$ cat src/stepper_status_pkg.sv
package stepper_status_pkg;

    // ==========================================================
    // Register addresses
    localparam logic [7:0] ADDR_GENERAL = 8'h04;
    localparam logic [7:0] ADDR_OVC_X   = 8'h05;
    localparam logic [7:0] ADDR_OVC_Y   = 8'h06;
    localparam logic [7:0] ADDR_STEP    = 8'h07;

    // ==========================================================
    // Field positions
    localparam int PARITY_POS  = 7;
    localparam int THERM_W_POS = 6;
    localparam int PUMP_POS    = 5;
    localparam int WDOG_POS    = 4;
    localparam int OPEN_X_POS  = 3;
    localparam int OPEN_Y_POS  = 2;
    localparam int OVC_LSB     = 3;
    localparam int SHUTDOWN_POS = 2;

    // ==========================================================
    // Reset values
    localparam logic [7:0] STATUS_RESET = 8'h00;

    // Bits that may ever be set, per register
    localparam logic [7:0] MASK_GENERAL = 8'hFC;
    localparam logic [7:0] MASK_OVC_X   = 8'hF8;
    localparam logic [7:0] MASK_OVC_Y   = 8'hFC;
    localparam logic [7:0] MASK_STEP    = 8'hFF;

endpackage

$ cat src/peak_current_table.sv
`timescale 1ns/10ps
// Peak current amplitude lookup in mA
module peak_current_table (
    input  wire logic        clk,
    input  wire logic        rst_n,
    input  wire logic [4:0]  code,
    output logic      [10:0] milliamp
);

    logic [10:0] milliamp_d;

    always_comb begin
        case (code)
            5'h00: milliamp_d = 11'd33;
            5'h01: milliamp_d = 11'd64;
            5'h02: milliamp_d = 11'd95;
            5'h03: milliamp_d = 11'd104;
            5'h04: milliamp_d = 11'd115;
            5'h05: milliamp_d = 11'd126;
            5'h06: milliamp_d = 11'd138;
            5'h07: milliamp_d = 11'd153;
            5'h08: milliamp_d = 11'd166;
            5'h09: milliamp_d = 11'd190;
            5'h0A: milliamp_d = 11'd205;
            5'h0B: milliamp_d = 11'd230;
            5'h0C: milliamp_d = 11'd250;
            5'h0D: milliamp_d = 11'd275;
            5'h0E: milliamp_d = 11'd300;
            5'h0F: milliamp_d = 11'd325;
            5'h10: milliamp_d = 11'd365;
            5'h11: milliamp_d = 11'd400;
            5'h12: milliamp_d = 11'd440;
            5'h13: milliamp_d = 11'd485;
            5'h14: milliamp_d = 11'd530;
            5'h15: milliamp_d = 11'd585;
            5'h16: milliamp_d = 11'd630;
            5'h17: milliamp_d = 11'd750;
            5'h18: milliamp_d = 11'd825;
            5'h19: milliamp_d = 11'd895;
            5'h1A: milliamp_d = 11'd975;
            5'h1B: milliamp_d = 11'd1065;
            5'h1C: milliamp_d = 11'd1155;
            5'h1D: milliamp_d = 11'd1245;
            5'h1E: milliamp_d = 11'd1365;
            default: milliamp_d = 11'd1480;
        endcase
    end

    // Registered amplitude
    always_ff @(posedge clk or negedge rst_n) begin
        if (!rst_n) begin
            milliamp <= 11'd0;
        end else begin
            milliamp <= milliamp_d;
        end
    end

endmodule

$ cat src/stepper_status_regs.sv
`timescale 1ns/10ps
// Status register bank of the stepper driver
module stepper_status_regs (
    input  wire logic        CLK,
    input  wire logic        RSTN,
    // Chip select is high (bus idle)
    input  wire logic        CS_HIGH,
    // Completed read of a register, one cycle
    input  wire logic        RD_DONE,
    input  wire logic [7:0]  RD_ADDR,
    // Zero written to watchdog enable, one cycle
    input  wire logic        WDEN_CLEAR,
    // Watchdog not cleared in time, one cycle
    input  wire logic        WDOG_TIMEOUT,
    // Live detector levels
    input  wire logic        THERM_WARN,
    input  wire logic        THERM_SHUT,
    input  wire logic        PUMP_LOW,
    input  wire logic        OPEN_X,
    input  wire logic        OPEN_Y,
    input  wire logic [3:0]  OVC_X,
    input  wire logic [3:0]  OVC_Y,
    input  wire logic [6:0]  STEP_POS,
    input  wire logic [4:0]  PEAK_CURRENT_CODE,
    output logic      [7:0]  STATUS_GENERAL,
    output logic      [7:0]  STATUS_OVC_X,
    output logic      [7:0]  STATUS_OVC_Y,
    output logic      [7:0]  STATUS_STEP,
    output logic      [7:0]  RD_DATA,
    output logic             ERR_O,
    output logic             ERR_OE,
    output logic      [10:0] PEAK_CURRENT_MA
);

    // ==========================================================
    // Reset release
    logic       rst_meta_q;
    logic       rst_n;

    // Two-stage release of the reset
    always_ff @(posedge CLK or negedge RSTN) begin
        if (!RSTN) begin
            rst_meta_q <= 1'b0;
            rst_n      <= 1'b0;
        end else begin
            rst_meta_q <= 1'b1;
            rst_n      <= rst_meta_q;
        end
    end

    // ==========================================================
    // Watchdog event flag
    logic       wdog_q;
    logic       wdog_d;

    always_comb begin
        wdog_d = wdog_q;
        if (WDEN_CLEAR) begin
            wdog_d = 1'b0;
        end
        if (WDOG_TIMEOUT) begin
            wdog_d = 1'b1;
        end
    end

    // Flag register
    always_ff @(posedge CLK or negedge rst_n) begin
        if (!rst_n) begin
            wdog_q <= 1'b0;
        end else begin
            wdog_q <= wdog_d;
        end
    end

    // ==========================================================
    // Pending clear of latched registers
    logic       clr_x_q;
    logic       clr_x_d;
    logic       clr_y_q;
    logic       clr_y_d;

    // read while selected marks clear, applied at next idle cycle
    always_comb begin
        clr_x_d = clr_x_q;
        clr_y_d = clr_y_q;
        if (CS_HIGH) begin
            clr_x_d = 1'b0;
            clr_y_d = 1'b0;
        end else begin
            // Idle reads clear at once, so no second clear is left pending
            if (RD_DONE && RD_ADDR == stepper_status_pkg::ADDR_OVC_X) begin
                clr_x_d = 1'b1;
            end
            if (RD_DONE && RD_ADDR == stepper_status_pkg::ADDR_OVC_Y) begin
                clr_y_d = 1'b1;
            end
        end
    end

    // Pending clear registers
    always_ff @(posedge CLK or negedge rst_n) begin
        if (!rst_n) begin
            clr_x_q <= 1'b0;
            clr_y_q <= 1'b0;
        end else begin
            clr_x_q <= clr_x_d;
            clr_y_q <= clr_y_d;
        end
    end

    // ==========================================================
    // Status registers
    logic [7:0] gen_q;
    logic [7:0] gen_d;
    logic [7:0] ovx_q;
    logic [7:0] ovx_d;
    logic [7:0] ovy_q;
    logic [7:0] ovy_d;
    logic [7:0] stp_q;
    logic [7:0] stp_d;
    logic       err_q;
    logic       err_d;
    logic [7:0] rd_q;
    logic [7:0] rd_d;
    logic       clr_x_now;
    logic       clr_y_now;
    logic [3:0] ovx_flags;
    logic [4:0] ovy_flags;

    // hardware sources load the images, reads of X and Y clear their latched flags
    always_comb begin
        gen_d     = gen_q;
        ovx_d     = ovx_q;
        ovy_d     = ovy_q;
        stp_d     = stp_q;
        err_d     = err_q;
        clr_x_now = clr_x_q || (RD_DONE && RD_ADDR == stepper_status_pkg::ADDR_OVC_X);
        clr_y_now = clr_y_q || (RD_DONE && RD_ADDR == stepper_status_pkg::ADDR_OVC_Y);
        ovx_flags = ovx_q[6:3];
        ovy_flags = ovy_q[6:2];
        // update only while chip select high
        if (CS_HIGH) begin
            gen_d = stepper_status_pkg::STATUS_RESET;
            gen_d[stepper_status_pkg::THERM_W_POS] = THERM_WARN;
            gen_d[stepper_status_pkg::PUMP_POS]    = PUMP_LOW;
            gen_d[stepper_status_pkg::WDOG_POS]    = wdog_q;
            gen_d[stepper_status_pkg::OPEN_X_POS]  = OPEN_X;
            gen_d[stepper_status_pkg::OPEN_Y_POS]  = OPEN_Y;
            // latched X overcurrent, new event beats clear
            for (int i = 0; i < 4; i++) begin
                ovx_flags[i] = (ovx_q[stepper_status_pkg::OVC_LSB + i] && !clr_x_now) || OVC_X[i];
            end
            for (int i = 0; i < 4; i++) begin
                ovy_flags[i + 1] = (ovy_q[stepper_status_pkg::OVC_LSB + i] && !clr_y_now) || OVC_Y[i];
            end
            ovy_flags[0] = (ovy_q[stepper_status_pkg::SHUTDOWN_POS] && !clr_y_now) || THERM_SHUT;
            ovx_d = {1'b0, ovx_flags, 3'b000};
            ovy_d = {1'b0, ovy_flags, 2'b00};
            stp_d = {1'b0, STEP_POS};
            // parity bit over bits 6 to 0
            gen_d[stepper_status_pkg::PARITY_POS] = ^gen_d[6:0];
            ovx_d[stepper_status_pkg::PARITY_POS] = ^ovx_d[6:0];
            ovy_d[stepper_status_pkg::PARITY_POS] = ^ovy_d[6:0];
            stp_d[stepper_status_pkg::PARITY_POS] = ^stp_d[6:0];
            err_d = (|ovx_flags) || (|ovy_flags);
        end
    end

    // Read data selection, unmapped reads zero
    always_comb begin
        case (RD_ADDR)
            stepper_status_pkg::ADDR_GENERAL: rd_d = gen_q;
            stepper_status_pkg::ADDR_OVC_X:   rd_d = ovx_q;
            stepper_status_pkg::ADDR_OVC_Y:   rd_d = ovy_q;
            stepper_status_pkg::ADDR_STEP:    rd_d = stp_q;
            default:                          rd_d = 8'h00;
        endcase
    end

    always_ff @(posedge CLK or negedge rst_n) begin
        if (!rst_n) begin
            gen_q <= stepper_status_pkg::STATUS_RESET;
            ovx_q <= stepper_status_pkg::STATUS_RESET;
            ovy_q <= stepper_status_pkg::STATUS_RESET;
            stp_q <= stepper_status_pkg::STATUS_RESET;
            err_q <= 1'b0;
            rd_q  <= 8'h00;
        end else begin
            gen_q <= gen_d;
            ovx_q <= ovx_d;
            ovy_q <= ovy_d;
            stp_q <= stp_d;
            err_q <= err_d;
            rd_q  <= rd_d;
        end
    end

    // ==========================================================
    // Outputs
    assign STATUS_GENERAL = gen_q;
    assign STATUS_OVC_X   = ovx_q;
    assign STATUS_OVC_Y   = ovy_q;
    assign STATUS_STEP    = stp_q;
    assign RD_DATA        = rd_q;
    // Open drain error pin, pulled low while error
    assign ERR_O          = 1'b0;
    assign ERR_OE         = err_q;

    // Peak current amplitude
    peak_current_table u_table (
        .clk      (CLK),
        .rst_n    (rst_n),
        .code     (PEAK_CURRENT_CODE),
        .milliamp (PEAK_CURRENT_MA)
    );

    // ==========================================================
    // Checks
    a_parity_valid: assert property (
        @(posedge CLK) disable iff (!rst_n)
        (^gen_q == 1'b0) && (^ovx_q == 1'b0) && (^ovy_q == 1'b0) && (^stp_q == 1'b0))
        else $error("Status parity bit wrong");

    a_unused_zero: assert property (
        @(posedge CLK) disable iff (!rst_n)
        ((gen_q & ~stepper_status_pkg::MASK_GENERAL) == 8'h00)
        && ((ovx_q & ~stepper_status_pkg::MASK_OVC_X) == 8'h00)
        && ((ovy_q & ~stepper_status_pkg::MASK_OVC_Y) == 8'h00))
        else $error("Unused status bit set");

    a_frozen_cs_low: assert property (
        @(posedge CLK) disable iff (!rst_n)
        !CS_HIGH |=> $stable(gen_q) && $stable(ovx_q) && $stable(ovy_q) && $stable(stp_q) && $stable(err_q))
        else $error("Status changed while selected");

    a_wdog_set: assert property (
        @(posedge CLK) disable iff (!rst_n)
        WDOG_TIMEOUT ##1 (!WDEN_CLEAR && CS_HIGH)[*1] |=> gen_q[stepper_status_pkg::WDOG_POS])
        else $error("Watchdog flag not shown");

    a_wdog_hold: assert property (
        @(posedge CLK) disable iff (!rst_n)
        wdog_q && !WDEN_CLEAR |=> wdog_q)
        else $error("Watchdog flag lost without enable write");

    a_ovc_latch: assert property (
        @(posedge CLK) disable iff (!rst_n)
        CS_HIGH && OVC_X[3] |=> ovx_q[6])
        else $error("Overcurrent flag not latched");

    a_read_clears: assert property (
        @(posedge CLK) disable iff (!rst_n)
        (RD_DONE && RD_ADDR == stepper_status_pkg::ADDR_OVC_Y && !THERM_SHUT && OVC_Y == 4'h0)
        ##1 (CS_HIGH && !THERM_SHUT && OVC_Y == 4'h0)
        |=> ovy_q == 8'h00)
        else $error("Read did not clear latched register");

    a_error_pin: assert property (
        @(posedge CLK) disable iff (!rst_n)
        CS_HIGH |=> ERR_OE == ((|ovx_q[6:3]) || (|ovy_q[6:2])))
        else $error("Error output disagrees with flags");

    a_step_follow: assert property (
        @(posedge CLK) disable iff (!rst_n)
        CS_HIGH |=> stp_q[6:0] == $past(STEP_POS))
        else $error("Step position not tracked");

    a_pump_follow: assert property (
        @(posedge CLK) disable iff (!rst_n)
        CS_HIGH |=> gen_q[stepper_status_pkg::PUMP_POS] == $past(PUMP_LOW))
        else $error("Pump flag not tracked");

    a_current_range: assert property (
        @(posedge CLK) disable iff (!rst_n)
        PEAK_CURRENT_CODE == 5'h1F |=> PEAK_CURRENT_MA == 11'd1480)
        else $error("Top current code wrong");

endmodule

$ cat config.mk
export PLATFORM = sky130hd
export DESIGN_NAME = stepper_status_regs
export DESIGN_NICKNAME = d
export VERILOG_FILES = /design/src/stepper_status_pkg.sv /design/src/peak_current_table.sv /design/src/stepper_status_regs.sv
export SDC_FILE = /design/constraint.sdc
export NUM_CORES = 1
export LEC_CHECK = 0
export BUFFER_PORTS_ARGS = -buffer_cell sky130_fd_sc_hd__buf_4
export CORE_MARGIN = 1
export CORE_UTILIZATION = 45
export CTS_CLUSTER_DIAMETER = 30
export DETAILED_ROUTE_END_ITERATION = 16
export GPL_TIMING_DRIVEN = 1
export PLACE_DENSITY_LB_ADDON = 0.15
export REMOVE_ABC_BUFFERS = 1
export SETUP_SLACK_MARGIN = 0.15
export SYNTH_ARGS = -nofsm -noshare
export SYNTH_HDL_FRONTEND = slang
export SYNTH_HIERARCHICAL = 1
export SYNTH_SLANG_ARGS = --single-unit
export TNS_END_PERCENT = 10
$ cat constraint.sdc
create_clock -name CLK -period 2.14 [get_ports CLK]
set_input_delay 0.535 -clock CLK [delete_from_list [all_inputs] [get_ports CLK]]
set_output_delay 0.535 -clock CLK [all_outputs]
set_load 0.03 [all_outputs]
==> reports/qor.csv, run 1 <==
metric;value;unit
status;completed;
drt_first_iter_violations;95;
min_path_type;flip-flop to asynchronous set/reset pin;
nFillCells;527;
place.gp.congestion;0.827;
core;5960;µm²
io_buffers;83;
cts_tree;built;
critical_path_class;input pin to flip-flop;
dieArea;6520;µm²
clock_skew;6.94;ps
cts_root_buf;clkbuf_8;
vdd_drop_max;0.000341;V
drtPass1Iterations;4;
maxCapViolCount;0;
grt_pass1_wl;9920;µm
busiest_layer;met2;
critPathLaunch;RD_ADDR[7];
fin_crit_sh;0.917;
seq_area_frac_synth;0.449;
yosys-top-cells-area;dfrtp_1, mux2_2, mux4_2, xnor2_1, ha_1;
syn_to_final_growth;30.2;%
nets;389;
synth-compound-area-share;0.139;
synthSimpleGateAreaFrac;0.133;
ys_types;51;
rsz0062_at_grt;true;
synth_top_area_cell;dfrtp_1;
cts_sinks;50;
cp-end-kind;flip-flop;
synth_fa_ha_area_frac;0.0359;
num_vias;2196;
wl;6390;µm
crit_arrival;2150;ps
clk_path_buf_depth;2;
clock_latency;300;ps
wl_per_cell;15.3;µm
drive_gt1_frac;0.398;
critPathRequiredTime;2330;ps
initial_core_util;0.468;
p_total;0.00231;W
rr_endpoint;STATUS_OVC_Y[7];
power_density;637;nW/µm²
netlist_instances;255;
fin_tns_setup;0;ps
antenna_cells;0;
slew_viol_final;0;
synth_xor_area_frac;0.0520;
ys_ff_latch;50;
synth_top_area_frac;0.449;
hold_violations;0;
ant_nets;0;
relSlewSlack;0.595;
reg2regPathDepth;5;
period_needed;1960;ps
num_rows;28;
met1_usage;0.247;
post-dp-hpwl;4750;µm
cp_max_fo;4;
grt_overflow_total;0;
cts.clk_slew.worst_paths;80;ps
use_met3;0.0420;
setup_viol;0;
track_usage;0.204;
max_freq;0.510;GHz
antenna_found_initial;0;
die_h;80.7;µm
r2r-start;STATUS_OVC_Y[3];
worst_pin_slew;607;ps
syn-cell-area;2790;µm²
fp.dieW;80.7;µm
drc;0;
rrSetupSlack;510;ps
ff_latch_area;1250;µm²
cts_max_level;2;
multiInputGateArea;1420;µm²
endpoint;STATUS_OVC_Y[7];
start_kind;input pin;
grt_util_met2;0.369;
num_io_pins;92;
grt_pass1_vias;2046;
synth_top_family_by_area;compound AO/OA/AOI/OAI gates;
via_per_inst;5.27;
yosysWarnings;6;
power_leakage;1.69;nW
grt_max_degree;36;
cts_made_buffers;5;
muxShareOfSynthArea;0.126;
avgSynthCellArea;10.9;µm²
==> cell type report <==
type,instances,area share
inverters,7,0.00724
clock buffers,6,0.0227
flip-flops and latches,50,0.345
multi-input cells,182,0.390
repair buffers,96,0.201
well taps,75,0.0258
clock inverters,1,0.00827
==> how the worst min path moves through the flow <==
stage	slack [ps]	cells past startpoint	to	start
floorplan	240	0	rst_meta_q	RSTN
global placement	290	0	u_table/milliamp[10]	rst_n
detailed placement	300	0	u_table/milliamp[6]	rst_n
CTS	310	0	STATUS_OVC_X[3]	rst_n
global route	350	0	u_table/milliamp[6]	rst_n
finish	280	0	STATUS_STEP[6]	rst_n
==> layout by cell type, fill, tap and decap left out, types with 2 or more instances in the layout <==
cell type / Yosys / routed
o31ai_1: 2 / 2
a21boi_0: 2 / 2
a21oi_2: 2 / 6
o21ai_0: 10 / 10
nand2_1: 12 / 12
inv_1: 6 / 6
buf_4: 11 / 93
dfrtp_1: 50 / 49
nor3_1: 2 / 2
o22ai_1: 2 / 2
a21oi_1: 18 / 14
and3_1: 9 / 9
mux2i_1: 2 / 2
nand3_1: 8 / 8
nand2b_1: 12 / 12
o21ai_1: 3 / 3
xnor2_1: 12 / 12
xor2_1: 2 / 2
buf_6: 2 / 2
ha_1: 8 / 8
nor2_1: 14 / 14
mux4_2: 6 / 6
o211ai_1: 4 / 4
a22o_1: 6 / 6
mux2_2: 15 / 14
clkbuf_8: 0 / 6
conb_1: 2 / 9
==> flip-flops by register name, summed over array words and instances (netlist names) <==
register,flops
clr_y_q,1
rst_n,1
ERR_OE,1
u_table/milliamp,11
clr_x_q,1
STATUS_STEP,8
rst_meta_q,1
RD_DATA,8
wdog_q,1
STATUS_OVC_X,5
STATUS_OVC_Y,6
STATUS_GENERAL,6
==> synthesized netlist by cell type (all sizes together) <==
| master | n |
|---|---|
| nor2b | 1 |
| a21boi | 2 |
| nand3b | 1 |
| xor2 | 2 |
| o21a | 1 |
| a31oi | 1 |
| a21o | 1 |
| or4 | 1 |
| a41oi | 1 |
| or2 | 2 |
| nand2b | 12 |
| a21oi | 20 |
| xnor3 | 1 |
| o31ai | 2 |
| ha | 8 |
| mux2 | 15 |
| nor3b | 1 |
| a22o | 6 |
| o211ai | 4 |
| o211a | 1 |
| clkbuf | 5 |
| nor2 | 15 |
| o22ai | 2 |
| o221ai | 1 |
| nor4b | 1 |
| conb | 2 |
| dfrtp | 50 |
| a211o | 1 |
| buf | 18 |
| a2bb2oi | 1 |
| o21ai | 13 |
| mux2i | 2 |
| a311oi | 1 |
| and3 | 9 |
| nor3 | 2 |
| nand4 | 1 |
| and3b | 1 |
| inv | 7 |
| and2 | 1 |
| nand3 | 8 |
| nand2 | 12 |
| mux4 | 7 |
| xnor2 | 12 |
==> power by group <==
part,switching (W),internal (W),leakage [nW]
clock,0.000295,0.000374,0.0573
sequential,0.0000521,0.00101,0.577
combinational,0.000324,0.000258,1.06
total,0.000672,0.00164,1.69
==> stage by stage <==
stage	worst slack [ps]	hold WS [ps]	cells	area, µm²	util
6_report	177	283	417	3630	0.610
5_1_grt	81.9	349	417	3630	0.610
4_1_cts	150	307	416	3590	0.603
3_5_place_dp	-164	304	408	3470	0.582
3_3_place_gp	-132	295	408	3470	0.582
2_1_floorplan	-106	239	239	2670	-
==> cell families (layout without fill, tap and decap cells) <==
family / Yosys count / in the layout
compound gates: 58 / 58
xor+xnor: 15 / 15
fa+ha+maj: 8 / 8
buf+inv: 30 / 110
flops: 50 / 50
mux: 24 / 24
other cells: 2 / 9
simple gates: 68 / 68
==> per-layer routing <==
layer / vias to the layer above / wire length (µm)
met5: - / 0
li1: 1065 / -
met2: 57 / 3330
met4: 0 / 55
met3: 6 / 308
met1: 1068 / 2690
==> worst max-delay path, cell delays in order <==
cell     delay (ps)
buf_6            90
nor4b_4         360
a31oi_4         180
a21oi_2         170
xnor3_1         420
xnor2_1         130
mux2_4          260
==> repair_timing <==
| action | 4_1_cts | 5_1_grt |
|---|---|---|
| pin swaps | 3 | 7 |
| setup endpoints to repair | 1 | 3 |
| hold buffers | 1 | 0 |
| buffers inserted | 0 | 1 |
| endpoints found under the hold margin | 2 | 0 |
| resized for setup | 0 | 8 |
No activity file was read; power rests on OpenSTA's default activity.
==> inputs of run 2 (changes only) <==
--- a/config.mk
+++ b/config.mk
@@ -5,7 +5,8 @@
 export SDC_FILE = /design/constraint.sdc
 export NUM_CORES = 1
 export LEC_CHECK = 0
-export BUFFER_PORTS_ARGS = -buffer_cell sky130_fd_sc_hd__buf_4
+export ABC_AREA = 1
+export BUFFER_PORTS_ARGS = -buffer_cell sky130_fd_sc_hd__buf_2
 export CORE_MARGIN = 1
 export CORE_UTILIZATION = 45
 export CTS_CLUSTER_DIAMETER = 30
@@ -14,6 +15,7 @@
 export PLACE_DENSITY_LB_ADDON = 0.15
 export REMOVE_ABC_BUFFERS = 1
 export SETUP_SLACK_MARGIN = 0.15
+export SLEW_MARGIN = 20
 export SYNTH_ARGS = -nofsm -noshare
 export SYNTH_HDL_FRONTEND = slang
 export SYNTH_HIERARCHICAL = 1
==> reports/qor.csv, run 2 <==
metric;value;unit
status;completed;
start_kind;input pin;
fin_cells;537;
synthSimpleGateAreaFrac;0.301;
post-dp-hpwl;5330;µm
power_leakage;1.95;nW
synth_top_area_frac;0.425;
ant_nets;0;
rsz0062_at_grt;false;
fin_crit_sh;0.708;
track_usage;0.214;
antenna_cells;0;
io_buffers;83;
muxShareOfSynthArea;0;
via_per_inst;4.92;
crit_arrival;1720;ps
drtPass1Iterations;4;
syn-cell-area;2950;µm²
cts_tree;built;
path_cells;buf_2 -> inv_1 -> nand2_1 -> nor2_4 -> nand3_2 -> nand3_1 -> nand2_1 -> nand2_1 -> nand2_1 -> nand2_1 -> nand3_1 -> nand3_1 -> nand2_1;
min_path_type;flip-flop to asynchronous set/reset pin;
synth_top_family_by_area;simple AND/OR/NAND/NOR gates;
final_common_cell;nand2_1;
cts_sinks;50;
initial_core_util;0.464;
synth_xor_area_frac;0.0471;
synthFlopType;dfrtp_1;
critical_path_class;input pin to flip-flop;
yosys-top-cells-area;dfrtp_1, nand2_1, nand3_1, inv_1, ha_1;
cts_root_buf;clkbuf_8;
postCtsHoldBufs;1;
grt_overflow_total;0;
ys_types;34;
yosysWarnings;6;
netlist_instances;378;
slew_viol_final;0;
top_register;u_table/milliamp;
whs;213;ps
cp_common_cell;nand2_1;
hold_violations;0;
clock_skew;4.90;ps
maxCapViolCount;0;
synth-compound-area-share;0.0679;
die_h;82.9;µm
grt_max_degree;33;
drt_first_iter_violations;136;
max_freq;0.660;GHz
critPathSlowestCell;nor2_4;
nets;506;
critPathRequiredTime;2340;ps
dieArea;6880;µm²
drc;0;
synth_edf_count;0;
period_needed;1520;ps
fin_tns_setup;0;ps
ys_ff_latch;50;
cp_max_fo;5;
postCtsSetupBuffers;0;
clk_path_buf_depth;2;
cts.clk_slew.worst_paths;90;ps
seq_area_frac_synth;0.425;
power_density;678;nW/µm²
cts_made_buffers;5;
synth_top_area_cell;dfrtp_1;
cts_max_level;2;
post_cts_resized;0;
ys_top_cells_by_count;nand2_1, dfrtp_1, inv_1;
mostFrequentLayoutCells;nand2_1, buf_2, dfrtp_1, inv_1, nand3_1;
stdcell_area;3480;µm²
num_vias;2644;
synth_fa_ha_area_frac;0.0340;
fp.dieW;82.9;µm
cpPeakStageDelay;160;ps
wl_per_cell;12.9;µm
largest_register_ffs;11;
core;6350;µm²
place.gp.congestion;0.873;
vdd_drop_max;0.000318;V
finalCoreUtilization;0.548;
post_dp_cell_area;3360;µm²
setup_viol;0;
async_flop_share;1.00;
grt_pass1_vias;2441;
clock_latency;310;ps
yosysMostFrequentCell;nand2_1;
drive_gt1_frac;0.265;
avgSynthCellArea;7.80;µm²
syn_to_final_growth;18.1;%
grt_pass1_wl;11800;µm
cp-end-kind;flip-flop;
wl;6950;µm
antenna_found_initial;0;
placedCellCount;528;
num_io_pins;92;
num_rows;29;
==> run 2: kinds of logic (layout without fill, tap and decap cells) <==
family | count (synthesis) | in the layout
AO/OA/AOI/OAI | 36 | 36
AND/OR/NAND/NOR | 194 | 194
other | 2 | 9
adder cells (fa/ha/maj) | 8 | 8
buffers and inverters | 73 | 148
flip-flops | 50 | 50
XOR/XNOR | 15 | 15
==> run 2: stage by stage <==
stage | power, W | setup WS (ps)
2_1_floorplan | 0.00149 | 582
3_3_place_gp | 0.00170 | 328
5_1_grt | 0.00248 | 453
3_5_place_dp | 0.00171 | 303
4_1_cts | 0.00239 | 639
6_report | 0.00236 | 624
==> run 2: final timing paths <==
path	startpoint	end	slack [ps]	cells past startpoint
min in group CLK	rst_meta_q	rst_n	360	0
worst max register to register	clr_y_q	STATUS_OVC_Y[7]	770	10
worst max-delay path	RD_ADDR[4]	STATUS_OVC_Y[7]	620	13
worst min register to register	rst_n	RD_DATA[6]	210	0
worst min-delay path	rst_n	RD_DATA[6]	210	0
max in group asynchronous	rst_n	u_table/milliamp[0]	1400	1
==> run 2: worst max-delay path, delay by kind of cell <==
| family | cells | cell delay, ps |
|---|---|---|
| simple gates | 11 | 1050 |
| buf+inv | 2 | 130 |
==> run 2: layer usage <==
metal	vias to the layer above	global-route usage	wire (µm)
li1	1326	-	-
met1	1226	0.301	3340
met5	-	0	0
met4	0	0.0596	58
met2	85	0.339	3220
met3	7	0.0398	327
==> run 2: report_power, final <==
group	switching, W	internal (W)
combinational	0.000421	0.000188
sequential	0.0000606	0.00102
clock	0.000318	0.000350
total	0.000799	0.00156
==> run 2: area by class of cell <==
type / count / area [µm²]
clock buffer: 7 / 76.3
clock inverter: 1 / 30.0
fill: 643 / 2870
inverter: 52 / 198
multi-input combinational: 262 / 1360
sequential: 50 / 1250
tap: 77 / 96.3
timing repair buffer: 88 / 468
